## src/ubr_pkg.sv

```systemverilog
// Constants shared by the rate generator and its register front end.
// Assumes a single 25 MHz clock and byte-wide registers on word offsets.
package ubr_pkg;
  // ==========================================================
  // Register offsets
  localparam logic [7:0] ubr_off_tsc = 8'h00;
  localparam logic [7:0] ubr_off_rsc = 8'h04;
  localparam logic [7:0] ubr_off_bc = 8'h08;
  localparam logic [7:0] ubr_off_div_lo = 8'h0C;
  localparam logic [7:0] ubr_off_div_hi = 8'h10;
  localparam logic [7:0] ubr_off_status = 8'h14;
  // ==========================================================
  // Field positions
  localparam int ubr_bit_sync = 4;
  localparam int ubr_bit_high_speed = 2;
  localparam int ubr_bit_wide = 3;
  localparam int ubr_bit_bc_unimpl = 2;
  localparam int ubr_bit_rx_level = 0;
  // ==========================================================
  // Reset values
  localparam logic [7:0] ubr_rst_tsc = 8'h00;
  localparam logic [7:0] ubr_rst_rsc = 8'h00;
  localparam logic [7:0] ubr_rst_bc = 8'h00;
  localparam logic [7:0] ubr_rst_div = 8'h00;
  // ==========================================================
  // Prescale factors and bus answers
  localparam logic [6:0] ubr_pre_64 = 7'h40;
  localparam logic [6:0] ubr_pre_16 = 7'h10;
  localparam logic [6:0] ubr_pre_4 = 7'h04;
  localparam logic [1:0] ubr_resp_okay = 2'h0;
  localparam logic [1:0] ubr_resp_slverr = 2'h2;
endpackage

```

## src/ubr_rate_if.sv

```systemverilog
// Carrier between the register front end and the rate generator.
// Assumes both ends run on the same clock.
`timescale 1ns/10ps
interface ubr_rate_if;
  logic [15:0] divisor;
  logic sync_mode;
  logic high_speed_sel;
  logic wide_divisor_sel;
  logic clear;
  logic tick;
  modport gen (input divisor, input sync_mode, input high_speed_sel, input wide_divisor_sel,
               input clear, output tick);
  modport ctl (output divisor, output sync_mode, output high_speed_sel, output wide_divisor_sel,
               output clear, input tick);
endinterface

```

## src/ubr_rate_gen.sv

```systemverilog
// Free running rate timer: prescaler then divisor counter.
// Assumes the clock is the device clock and clear is a one-cycle pulse.
`timescale 1ns/10ps
module ubr_rate_gen (
  // Clock and reset
  input wire logic aclk,
  input wire logic aresetn,
  // Settings and tick
  ubr_rate_if.gen rate
);
  import ubr_pkg::*;

  logic [6:0] pre_count;
  logic [15:0] div_count;
  logic [6:0] factor;
  logic [15:0] n_eff;
  logic pre_wrap;
  logic tick_q;

  // ==========================================================
  // Mode decode
  always_comb begin
    if (rate.sync_mode) begin
      factor = ubr_pre_4;
    end else if (rate.wide_divisor_sel && rate.high_speed_sel) begin
      factor = ubr_pre_4;
    end else if (rate.wide_divisor_sel || rate.high_speed_sel) begin
      factor = ubr_pre_16;
    end else begin
      factor = ubr_pre_64;
    end
  end

  // Narrow mode ignores the high byte
  assign n_eff = rate.wide_divisor_sel ? rate.divisor : {8'h00, rate.divisor[7:0]};
  // A mode change to a smaller factor wraps at once instead of running to 127
  assign pre_wrap = (pre_count >= factor - 7'h01);

  // ==========================================================
  // Counters, all on the device clock so the rate follows it
  always_ff @(posedge aclk) begin
    if (!aresetn || rate.clear) begin
      pre_count <= 7'h00;
    end else if (pre_wrap) begin
      pre_count <= 7'h00;
    end else begin
      pre_count <= pre_count + 7'h01;
    end
  end

  // Compare with >= so a divisor lowered mid-count cannot run away
  always_ff @(posedge aclk) begin
    if (!aresetn || rate.clear) begin
      div_count <= 16'h0000;
      tick_q <= 1'b0;
    end else if (pre_wrap && div_count >= n_eff) begin
      div_count <= 16'h0000;
      tick_q <= 1'b1;
    end else begin
      if (pre_wrap) begin
        div_count <= div_count + 16'h0001;
      end
      tick_q <= 1'b0;
    end
  end

  assign rate.tick = tick_q;
endmodule // ubr_rate_gen

```

## src/ubr_top.sv

```systemverilog
// Rate generator with AXI4-Lite registers and majority sampling of rx.
// Assumes rx is already synchronous to aclk and one AXI master.
//
// Behaviour
// - Bit rate derives from the device clock and follows its frequency.
// - Receive level is a majority vote of three samples.
// - Divisor n is high byte concatenated above low byte.
// - Async, narrow, normal speed: clock over 64 times n plus one.
// - Async, narrow, high speed: clock over 16 times n plus one.
// - Async, wide, normal speed: clock over 16 times n plus one.
// - Sync, narrow: clock over 4 times n plus one; speed select ignored.
// - Sync select at bit 4, high speed at bit 2 of transmit control.
// - Wide divisor select at bit 3 of baud control.
// - Narrow divisor after reset; wide select enables 16-bit divisor.
// - Writing either divisor byte clears the rate timer at once.
//
// The register offsets and the AXI4-Lite slave port were left to the implementer.
`timescale 1ns/10ps
module ubr_top (
  // Clock and reset
  input wire logic aclk,
  input wire logic aresetn,
  // AXI4-Lite write address
  input wire logic [7:0] s_axi_awaddr,
  input wire logic s_axi_awvalid,
  output logic s_axi_awready,
  // AXI4-Lite write data
  input wire logic [31:0] s_axi_wdata,
  input wire logic [3:0] s_axi_wstrb,
  input wire logic s_axi_wvalid,
  output logic s_axi_wready,
  // AXI4-Lite write response
  output logic [1:0] s_axi_bresp,
  output logic s_axi_bvalid,
  input wire logic s_axi_bready,
  // AXI4-Lite read address
  input wire logic [7:0] s_axi_araddr,
  input wire logic s_axi_arvalid,
  output logic s_axi_arready,
  // AXI4-Lite read data
  output logic [31:0] s_axi_rdata,
  output logic [1:0] s_axi_rresp,
  output logic s_axi_rvalid,
  input wire logic s_axi_rready,
  // Serial side
  input wire logic rx,
  output logic rx_level,
  output logic baud_tick
);
  import ubr_pkg::*;

  function automatic logic majority3(input logic [2:0] s);
    majority3 = (s[0] & s[1]) | (s[0] & s[2]) | (s[1] & s[2]);
  endfunction

  function automatic logic mapped(input logic [7:0] a);
    mapped = (a == ubr_off_tsc) || (a == ubr_off_rsc) || (a == ubr_off_bc) ||
             (a == ubr_off_div_lo) || (a == ubr_off_div_hi) || (a == ubr_off_status);
  endfunction

  ubr_rate_if rate_bus ();

  logic [7:0] transmit_status_control;
  logic [7:0] receive_status_control;
  logic [7:0] baud_control;
  logic [7:0] divisor_high_byte;
  logic [7:0] divisor_low_byte;
  logic [7:0] aw_addr;
  logic aw_held;
  logic [7:0] w_data;
  logic w_lane0;
  logic w_held;
  logic do_write;
  logic [2:0] rx_samples;
  logic rx_vote;
  logic tick_q;
  logic [31:0] next_rdata;

  // ==========================================================
  // Write channel: address and data taken in either order
  assign s_axi_awready = !aw_held && !s_axi_bvalid;
  assign s_axi_wready = !w_held && !s_axi_bvalid;
  assign do_write = aw_held && w_held && !s_axi_bvalid;

  always_ff @(posedge aclk) begin
    if (!aresetn) begin
      aw_held <= 1'b0;
      aw_addr <= 8'h00;
    end else if (s_axi_awvalid && s_axi_awready) begin
      aw_held <= 1'b1;
      aw_addr <= s_axi_awaddr;
    end else if (do_write) begin
      aw_held <= 1'b0;
    end
  end

  always_ff @(posedge aclk) begin
    if (!aresetn) begin
      w_held <= 1'b0;
      w_data <= 8'h00;
      w_lane0 <= 1'b0;
    end else if (s_axi_wvalid && s_axi_wready) begin
      w_held <= 1'b1;
      w_data <= s_axi_wdata[7:0];
      w_lane0 <= s_axi_wstrb[0];
    end else if (do_write) begin
      w_held <= 1'b0;
    end
  end

  always_ff @(posedge aclk) begin
    if (!aresetn) begin
      s_axi_bvalid <= 1'b0;
      s_axi_bresp <= ubr_resp_okay;
    end else if (do_write) begin
      s_axi_bvalid <= 1'b1;
      s_axi_bresp <= mapped(aw_addr) ? ubr_resp_okay : ubr_resp_slverr;
    end else if (s_axi_bready) begin
      s_axi_bvalid <= 1'b0;
    end
  end

  // ==========================================================
  // Registers; only byte lane 0 carries data
  always_ff @(posedge aclk) begin
    if (!aresetn) begin
      transmit_status_control <= ubr_rst_tsc;
      receive_status_control <= ubr_rst_rsc;
      baud_control <= ubr_rst_bc;
    end else if (do_write && w_lane0) begin
      if (aw_addr == ubr_off_tsc) begin
        transmit_status_control <= w_data;
      end
      if (aw_addr == ubr_off_rsc) begin
        receive_status_control <= w_data;
      end
      if (aw_addr == ubr_off_bc) begin
        baud_control <= w_data & ~(8'h01 << ubr_bit_bc_unimpl);
      end
    end
  end

  always_ff @(posedge aclk) begin
    if (!aresetn) begin
      divisor_high_byte <= ubr_rst_div;
      divisor_low_byte <= ubr_rst_div;
    end else if (do_write && w_lane0) begin
      if (aw_addr == ubr_off_div_hi) begin
        divisor_high_byte <= w_data;
      end
      if (aw_addr == ubr_off_div_lo) begin
        divisor_low_byte <= w_data;
      end
    end
  end

  // Timer clear lands with the new value, so the first period is full length
  assign rate_bus.clear = do_write && w_lane0 &&
                          (aw_addr == ubr_off_div_hi || aw_addr == ubr_off_div_lo);
  assign rate_bus.divisor = {divisor_high_byte, divisor_low_byte};
  assign rate_bus.sync_mode = transmit_status_control[ubr_bit_sync];
  assign rate_bus.high_speed_sel = transmit_status_control[ubr_bit_high_speed];
  assign rate_bus.wide_divisor_sel = baud_control[ubr_bit_wide];

  ubr_rate_gen u_rate_gen (
    .aclk(aclk),
    .aresetn(aresetn),
    .rate(rate_bus)
  );

  always_ff @(posedge aclk) begin
    if (!aresetn) begin
      tick_q <= 1'b0;
    end else begin
      tick_q <= rate_bus.tick;
    end
  end
  assign baud_tick = tick_q;

  // ==========================================================
  // Majority detect over the last three samples filters single-cycle glitches
  always_ff @(posedge aclk) begin
    if (!aresetn) begin
      rx_samples <= 3'h7;
      rx_vote <= 1'b1;
    end else begin
      rx_samples <= {rx_samples[1:0], rx};
      rx_vote <= majority3(rx_samples);
    end
  end
  assign rx_level = rx_vote;

  // ==========================================================
  // Read channel: answer one cycle after the address is taken
  assign s_axi_arready = !s_axi_rvalid;

  always_comb begin
    next_rdata = 32'h0000_0000;
    unique case (s_axi_araddr)
      ubr_off_tsc: next_rdata[7:0] = transmit_status_control;
      ubr_off_rsc: next_rdata[7:0] = receive_status_control;
      ubr_off_bc: next_rdata[7:0] = baud_control;
      ubr_off_div_lo: next_rdata[7:0] = divisor_low_byte;
      ubr_off_div_hi: next_rdata[7:0] = divisor_high_byte;
      ubr_off_status: next_rdata[ubr_bit_rx_level] = rx_vote;
      default: next_rdata = 32'h0000_0000;
    endcase
  end

  always_ff @(posedge aclk) begin
    if (!aresetn) begin
      s_axi_rvalid <= 1'b0;
      s_axi_rdata <= 32'h0000_0000;
      s_axi_rresp <= ubr_resp_okay;
    end else if (s_axi_arvalid && s_axi_arready) begin
      s_axi_rvalid <= 1'b1;
      s_axi_rdata <= next_rdata;
      s_axi_rresp <= mapped(s_axi_araddr) ? ubr_resp_okay : ubr_resp_slverr;
    end else if (s_axi_rready) begin
      s_axi_rvalid <= 1'b0;
    end
  end
endmodule // ubr_top
```

## config.mk

```make
export PLATFORM = sky130hd
export DESIGN_NAME = ubr_top
export DESIGN_NICKNAME = d
export VERILOG_FILES = /design/src/ubr_pkg.sv /design/src/ubr_rate_if.sv /design/src/ubr_rate_gen.sv /design/src/ubr_top.sv
export SDC_FILE = /design/constraint.sdc
export NUM_CORES = 1
export LEC_CHECK = 0
export CAP_MARGIN = 20
export CORE_MARGIN = 3
export CORE_UTILIZATION = 40
export CTS_BUF_LIST = sky130_fd_sc_hd__clkbuf_4
export DETAILED_ROUTE_END_ITERATION = 6
export DONT_BUFFER_PORTS = 1
export GPL_TIMING_DRIVEN = 0
export HOLD_SLACK_MARGIN = 0.05
export SYNTH_ARGS = -nofsm -noshare
export SYNTH_HDL_FRONTEND = slang
export SYNTH_HIERARCHICAL = 1
export SYNTH_SLANG_ARGS = --single-unit
```

## constraint.sdc

```tcl
create_clock -name aclk -period 7.4 [get_ports aclk]
set_input_delay 1.11 -clock aclk [delete_from_list [all_inputs] [get_ports aclk]]
set_output_delay 1.11 -clock aclk [all_outputs]
set_load 0.03 [all_outputs]
```

==> results of run 1 <==
logic make-up (layout without fill, tap and decap cells):
family,Yosys count,in the layout
mux,53,53
compound gates,91,91
fa+ha+maj,26,26
other cells,1,26
xor+xnor,15,15
buf+inv,71,87
flops,99,99
simple gates,208,208
report_power, final:
group / switching, W / leakage [nW] / internal (W)
combinational: 0.0000597 / 1.11 / 0.0000256
sequential: 0.0000124 / 0.802 / 0.000544
clock: 0.000194 / 0.0661 / 0.0000717
routing by layer:
layer  share of wire, %  global-route usage (%)
met3                4.2                    4.71
met1                 46                    21.8
met2                 49                    28.2
met5                  0                       0
met4                1.3                    5.13
layout by cell type (no fill, tap or decap), types with 9 or more instances in the layout:
| cell | netlist | final |
|---|---|---|
| a211oi_1 | 10 | 10 |
| a21oi_1 | 32 | 32 |
| buf_4 | 27 | 27 |
| clkbuf_1 | 19 | 19 |
| clkbuf_4 | 0 | 9 |
| conb_1 | 1 | 26 |
| dfxtp_1 | 99 | 99 |
| ha_1 | 26 | 26 |
| inv_1 | 18 | 18 |
| mux2i_1 | 51 | 51 |
| nand2_1 | 112 | 112 |
| nand2b_1 | 9 | 9 |
| nand3_1 | 11 | 11 |
| nand4_1 | 9 | 9 |
| nor2_1 | 22 | 22 |
| nor3_1 | 9 | 9 |
| o21ai_0 | 9 | 9 |
| xnor2_1 | 9 | 9 |
metrics by stage:
stage	instances	setup WS, ns	instance area (um^2)	power, W	hold WS, ns
after floorplan	589	4.58	5100	0.000638	0.412
after global placement	757	4.25	5310	0.000651	0.418
after detailed placement	757	4.24	5310	0.000653	0.427
after CTS	773	4.18	5430	0.000918	0.462
after global routing	773	3.76	5430	0.000950	0.470
final	773	4.21	5430	0.000908	0.459
state kept, by name, summed over array words and instances, names as in the netlist, 8 cells and up:
signal                   count
aw_addr                      8
divisor_high_byte            8
divisor_low_byte             8
receive_status_control       8
s_axi_rdata                  8
transmit_status_control      8
u_rate_gen/div_count        16
w_data                       8
cell usage after synthesis, types with 2 or more instances:
cell,count
mux2i_1,51
o31ai_1,3
or2_1,2
nor2_1,22
and2_1,3
inv_1,18
nor2b_1,2
a211oi_2,2
nand2_1,112
or3_1,5
a211oi_1,10
a2111oi_0,2
nor4_4,2
a31oi_1,3
xnor2_1,9
o21a_1,3
a221oi_1,7
mux4_2,2
and3_1,3
o21ai_0,9
and4_1,2
a311oi_1,3
nand3_1,11
a21oi_1,32
buf_2,2
a21o_1,2
dfxtp_1,99
o22ai_1,3
clkbuf_1,19
nand4_1,9
or4_1,4
ha_1,26
nor4_1,3
buf_6,4
nand2b_1,9
xor2_1,6
nor3_1,9
o21ai_1,8
buf_4,27
area by class of cell:
cell class,instances,area [um^2],share of cell area (%)
plain buffers,52,329,6.06
clock buffers,9,67.6,1.24
clock inverters,7,50.0,0.922
inverters,19,71.3,1.31
multi-input cells,419,2720,50.1
flip-flops and latches,99,1980,36.5
well taps,168,210,3.87
worst max-delay path: cells and delay by family, from the launching register on:
kind                       cells  cell delay [ns]
AOI/OAI and AO/OA              2             0.74
adders and majority gates      3             0.74
buffers and inverters          3             0.43
DFF                            1             0.42
and+or+nand+nor                4             0.78
worst min path at each step:
| stage | start | to | slack, ns | cells past startpoint |
|---|---|---|---|---|
| 6_report | u_rate_gen/rate.tick$_SDFF_PP0_ | baud_tick$_SDFF_PN0_ | 0.46 | 1 |
| 5_1_grt | rx_samples[1]$_SDFF_PN1_ | rx_samples[2]$_SDFF_PN1_ | 0.47 | 1 |
| 4_1_cts | rx_samples[1]$_SDFF_PN1_ | rx_samples[2]$_SDFF_PN1_ | 0.46 | 1 |
| 3_5_place_dp | rx_samples[1]$_SDFF_PN1_ | rx_samples[2]$_SDFF_PN1_ | 0.43 | 1 |
| 3_3_place_gp | u_rate_gen/rate.tick$_SDFF_PP0_ | baud_tick$_SDFF_PN0_ | 0.42 | 1 |
| 2_1_floorplan | rx_samples[1]$_SDFF_PN1_ | rx_samples[2]$_SDFF_PN1_ | 0.41 | 1 |
==> flow_summary.yaml, run 1 <==
timing:
  skew_ns: 0.0264
  worstMarginPinSlew_ns: 0.822
  setup-violations-final: 0
  report.final.slew_viol_count: 0
  period_minus_slack_ns: 3.19
  tns_ns: 0
  rsz0062_at_grt: "false"
  hold_viol: 0
  max_slew_margin_pct: 44.8
  min_period_over_period_pct: 43.1
  max_freq_mhz: 314
finish:
  drive_above_1_share_pct: 10.7
  nets: 686
  antenna_cells: 0
  fill_cells: 1233
  utilization_pct: 44.8
  synthToLayoutAreaGrowth_pct: 8.42
logic_synthesis:
  seq_area_frac_synth_pct: 39.6
  avgSynthCellArea_um2: 8.88
  synth_top_family_by_area: "simple AND/OR/NAND/NOR gates"
  ys_warn_count: 6
  muxShareOfSynthArea_pct: 11.1
  netlist_area_um2: 5010
  synthCells: 564
  synth_edf_count: 0
  synth_top_area_cell: "dfxtp_1"
  synth.distinct_cells: 55
  synthTopCellsByArea: "dfxtp_1 40%, mux2i_1 10%, nand2_1 8.4%"
  synth_top_cell_area_share_pct: 39.6
  synth-simple-area-share_pct: 20.2
  yosys.area_share.xor_xnor_pct: 2.62
  synth_compound_area_share_pct: 12.0
  synthArstFlopShare_pct: 0
  ys_ff_latch: 99
  synth_fa_ha_area_share_pct: 6.50
  synthFlopType: "dfxtp_1"
setup_path:
  crit_path_top_delay_cell: "a2111oi_0"
  ff2ff_setup_slack_ns: 4.21
  max_stage_delay_ns: 0.51
  critPathLaunchType: "flip-flop"
  reg2regPathDepth: 12
  cp-end-kind: "flip-flop"
  worstPathRequired_ns: 7.81
  cp.arrival_ns: 3.60
  cpMostUsedCell: "ha_1"
  r2r-start: "baud_control[3]$_SDFFE_PN0P_"
  path_cells: "clkbuf_1 -> inv_1 -> ha_1 -> nand2b_1 -> ha_1 -> inv_1 -> ha_1 -> a2111oi_0 -> o21ai_1 -> nand2_2 -> or2b_1 -> nor2_1"
  crit_type: "reg -> reg"
  crit_end: "u_rate_gen/pre_count[3]$_SDFF_PP0_"
  reg2reg_to: "u_rate_gen/pre_count[3]$_SDFF_PP0_"
  worstPathMaxFanout: 10
  critPathLaunch: "baud_control[3]$_SDFFE_PN0P_"
floorplanning:
  io_pins: 103
  fp.coreArea_um2: 12100
  fp.dieH_um: 118
  dieArea_um2: 13900
  rows: 40
  fp.dieW_um: 118
  start_util_pct: 41.4
grt:
  grtUsageTotal_pct: 17.1
  grt_pass1_wl_mm: 19.2
  grt_max_degree: 18
  antenna_found_initial: 0
  grt_pass1_vias: 3875
  grt_overflow: 0
routing:
  ant_nets: 0
  wl_per_cell_um: 14.9
  drt_first_pass_iters: 4
  drtIter0Drc: 317
  route.vias.total: 3970
  wl_mm: 11.5
  drc_errors: 0
  vias_per_cell: 5.14
clock_tree:
  clock_sinks: 99
  tritoncts: "built"
  clkTransAtPathRegs_ns: 0.15
  cts_root_buf: "clkbuf_4"
  clockBufferDepth: 2
  numCtsBuffers: 9
  postCtsSetupRepairBufs: 0
  ctsHoldBuffers: 0
  clkLatencyLatePin_ns: 0.48
  htree_levels: 3
  ctsResizeCount: 0
place:
  portBuffers: 0
  hpwlAfterDp_mm: 8.79
  routabilityCongestion: 0.848
run_status:
  status: "completed"
hold_path:
  hold_class: "reg -> reg"
pwr:
  p_leak_nw: 1.97
  ir_drop_mv: 0.144
  power.density_nw_per_um2: 167
run:
  cap_viol_max_count: 0
(Power assumes the default switching activity.)
==> run 2, diff against run 1 <==
==> constraint.sdc (replaced) <==
create_clock -name aclk -period 3.05 [get_ports aclk]
set_input_delay 0.4575 -clock aclk [delete_from_list [all_inputs] [get_ports aclk]]
set_output_delay 0.4575 -clock aclk [all_outputs]
set_load 0.03 [all_outputs]
==> run 2 against run 1 <==
  * First-iteration DRC count fell by 18%
  * Cell count up 0.26%
  * Die area did not move
  * Global-route usage is essentially flat
  * Combinational power up 150%
  * Wire length is 1.4% higher
  * Power grew 140%
  * Critical endpoint is now u_rate_gen/div_count[9]$_SDFFE_PP0P_
  * Largest power group unchanged
  * Highest routed layer unchanged
==> flow_summary.yaml, run 2 (synthesis results as in run 1) <==
timing:
  max_freq_mhz: 350
  hold_viol: 0
  report.final.slew_viol_count: 0
  layout_setup_ws_ns: 0.190
  tns_ns: 0
  min_period_over_period_pct: 93.8
  worstMarginPinSlew_ns: 0.821
  skew_ns: 0.0241
  setup-violations-final: 0
  max_slew_margin_pct: 44.8
  period_minus_slack_ns: 2.86
routing:
  route.vias.total: 4000
  ant_nets: 0
  vias_per_cell: 5.16
  drtIter0Drc: 260
  drc_errors: 0
  wl_mm: 11.6
  wl_per_cell_um: 15.0
  drt_first_pass_iters: 4
finish:
  final_common_cell: "nand2_1"
  antenna_cells: 0
  synthToLayoutAreaGrowth_pct: 10.1
  utilization_pct: 45.5
  final_cell_mix: "112 x nand2_1, 98 x dfxtp_1, 51 x mux2i_1"
  largest_reg_flops: 16
  top_register: "u_rate_gen/div_count"
  fin_cells: 775
  nets: 688
  drive_above_1_share_pct: 12.5
floorplanning:
  io_pins: 103
  dieArea_um2: 13900
  fp.dieH_um: 118
  fp.dieW_um: 118
  fp.coreArea_um2: 12100
  rows: 40
  start_util_pct: 41.4
grt:
  grt_pass1_wl_mm: 19.2
  grt_max_degree: 18
  antenna_found_initial: 0
  grt_overflow: 0
  grtUsageTotal_pct: 17.1
  grt_pass1_vias: 3885
pwr:
  power.density_nw_per_um2: 400
  ir_drop_mv: 0.349
  p_leak_nw: 2.01
place:
  routabilityCongestion: 0.848
  hpwlAfterDp_mm: 8.79
  place_inst: 757
  portBuffers: 0
  pre_cts_slack_ns: -0.110
clock_tree:
  tritoncts: "built"
  clkLatencyLatePin_ns: 0.49
  clockBufferDepth: 2
  clock_sinks: 99
  htree_levels: 3
  numCtsBuffers: 9
  clkTransAtPathRegs_ns: 0.16
  cts_root_buf: "clkbuf_4"
hold_path:
  hold_class: "in -> reg"
setup_path:
  worstPathRequired_ns: 3.44
  cp.arrival_ns: 3.25
  cp-end-kind: "flip-flop"
  critPathLaunchType: "flip-flop"
  worstPathMaxFanout: 9
  crit_type: "reg -> reg"
run_status:
  status: "completed"
run:
  cap_viol_max_count: 0
## run 2: repair_timing
action / in CTS / in global routing
pin swaps: 0 / 4
buffers inserted: 0 / 2
setup endpoints to repair: 24 / 24
gates resized for setup: 4 / 10
endpoints found under the hold margin: 2 / 0
hold buffers: 2 / 0
## run 2: per-stage QoR
stage	hold slack [ns]	total power [W]	cell area, um^2
final	0.0860	0.00221	5520
after global routing	0.0520	0.00231	5520
after CTS	0.0546	0.00223	5460
after detailed placement	0.427	0.00158	5310
after global placement	0.418	0.00158	5310
after floorplan	0.412	0.00155	5100
## run 2: worst paths after layout
path         slack, ns                                   end  depth (start not counted)                                     from
max               0.19  u_rate_gen/div_count[9]$_SDFFE_PP0P_                         11  transmit_status_control[2]$_SDFFE_PN0P_
min               0.09               aw_addr[5]$_SDFFE_PN0P_                          2                          s_axi_awaddr[5]
max reg2reg       0.19  u_rate_gen/div_count[9]$_SDFFE_PP0P_                         11  transmit_status_control[2]$_SDFFE_PN0P_
min reg2reg       0.46                  baud_tick$_SDFF_PN0_                          1          u_rate_gen/rate.tick$_SDFF_PP0_
## run 2: worst max-delay path: stages (launching register included)
cell and delay, ns:
dfxtp_1 0.38, ha_1 0.20, or2_2 0.30, inv_1 0.06, ha_1 0.17, inv_1 0.09
ha_4 0.30, a21oi_1 0.09, a21oi_2 0.25, nand2_4 0.13, or4_1 0.53, a221oi_1 0.27
## run 2: report_power, final
group,total (W),leakage (nW),internal [W],switching [W]
Clock,0.000648,0.0661,0.000174,0.000475
Combinational,0.000209,1.14,0.0000638,0.000146
Sequential,0.00135,0.803,0.00132,0.0000302
Total,0.00221,2.01,0.00156,0.000650
## run 2: routing by layer
layer	global-route usage, %	routed length [um]	vias to the layer above
met4	5.13	191	0
li1	-	-	2002
met5	0	0	-
met3	4.71	534	14
met2	28.3	5680	96
met1	21.8	5240	1888
## run 2: layout make-up
class | count | area, um^2
flip-flops and latches | 99 | 1980
repair buffers | 4 | 35.0
inverters | 19 | 71.3
fillers | 1221 | 6600
well taps | 168 | 210
clock buffers | 9 | 67.6
clock inverters | 7 | 50.0
plain buffers | 50 | 327
multi-input cells | 419 | 2770
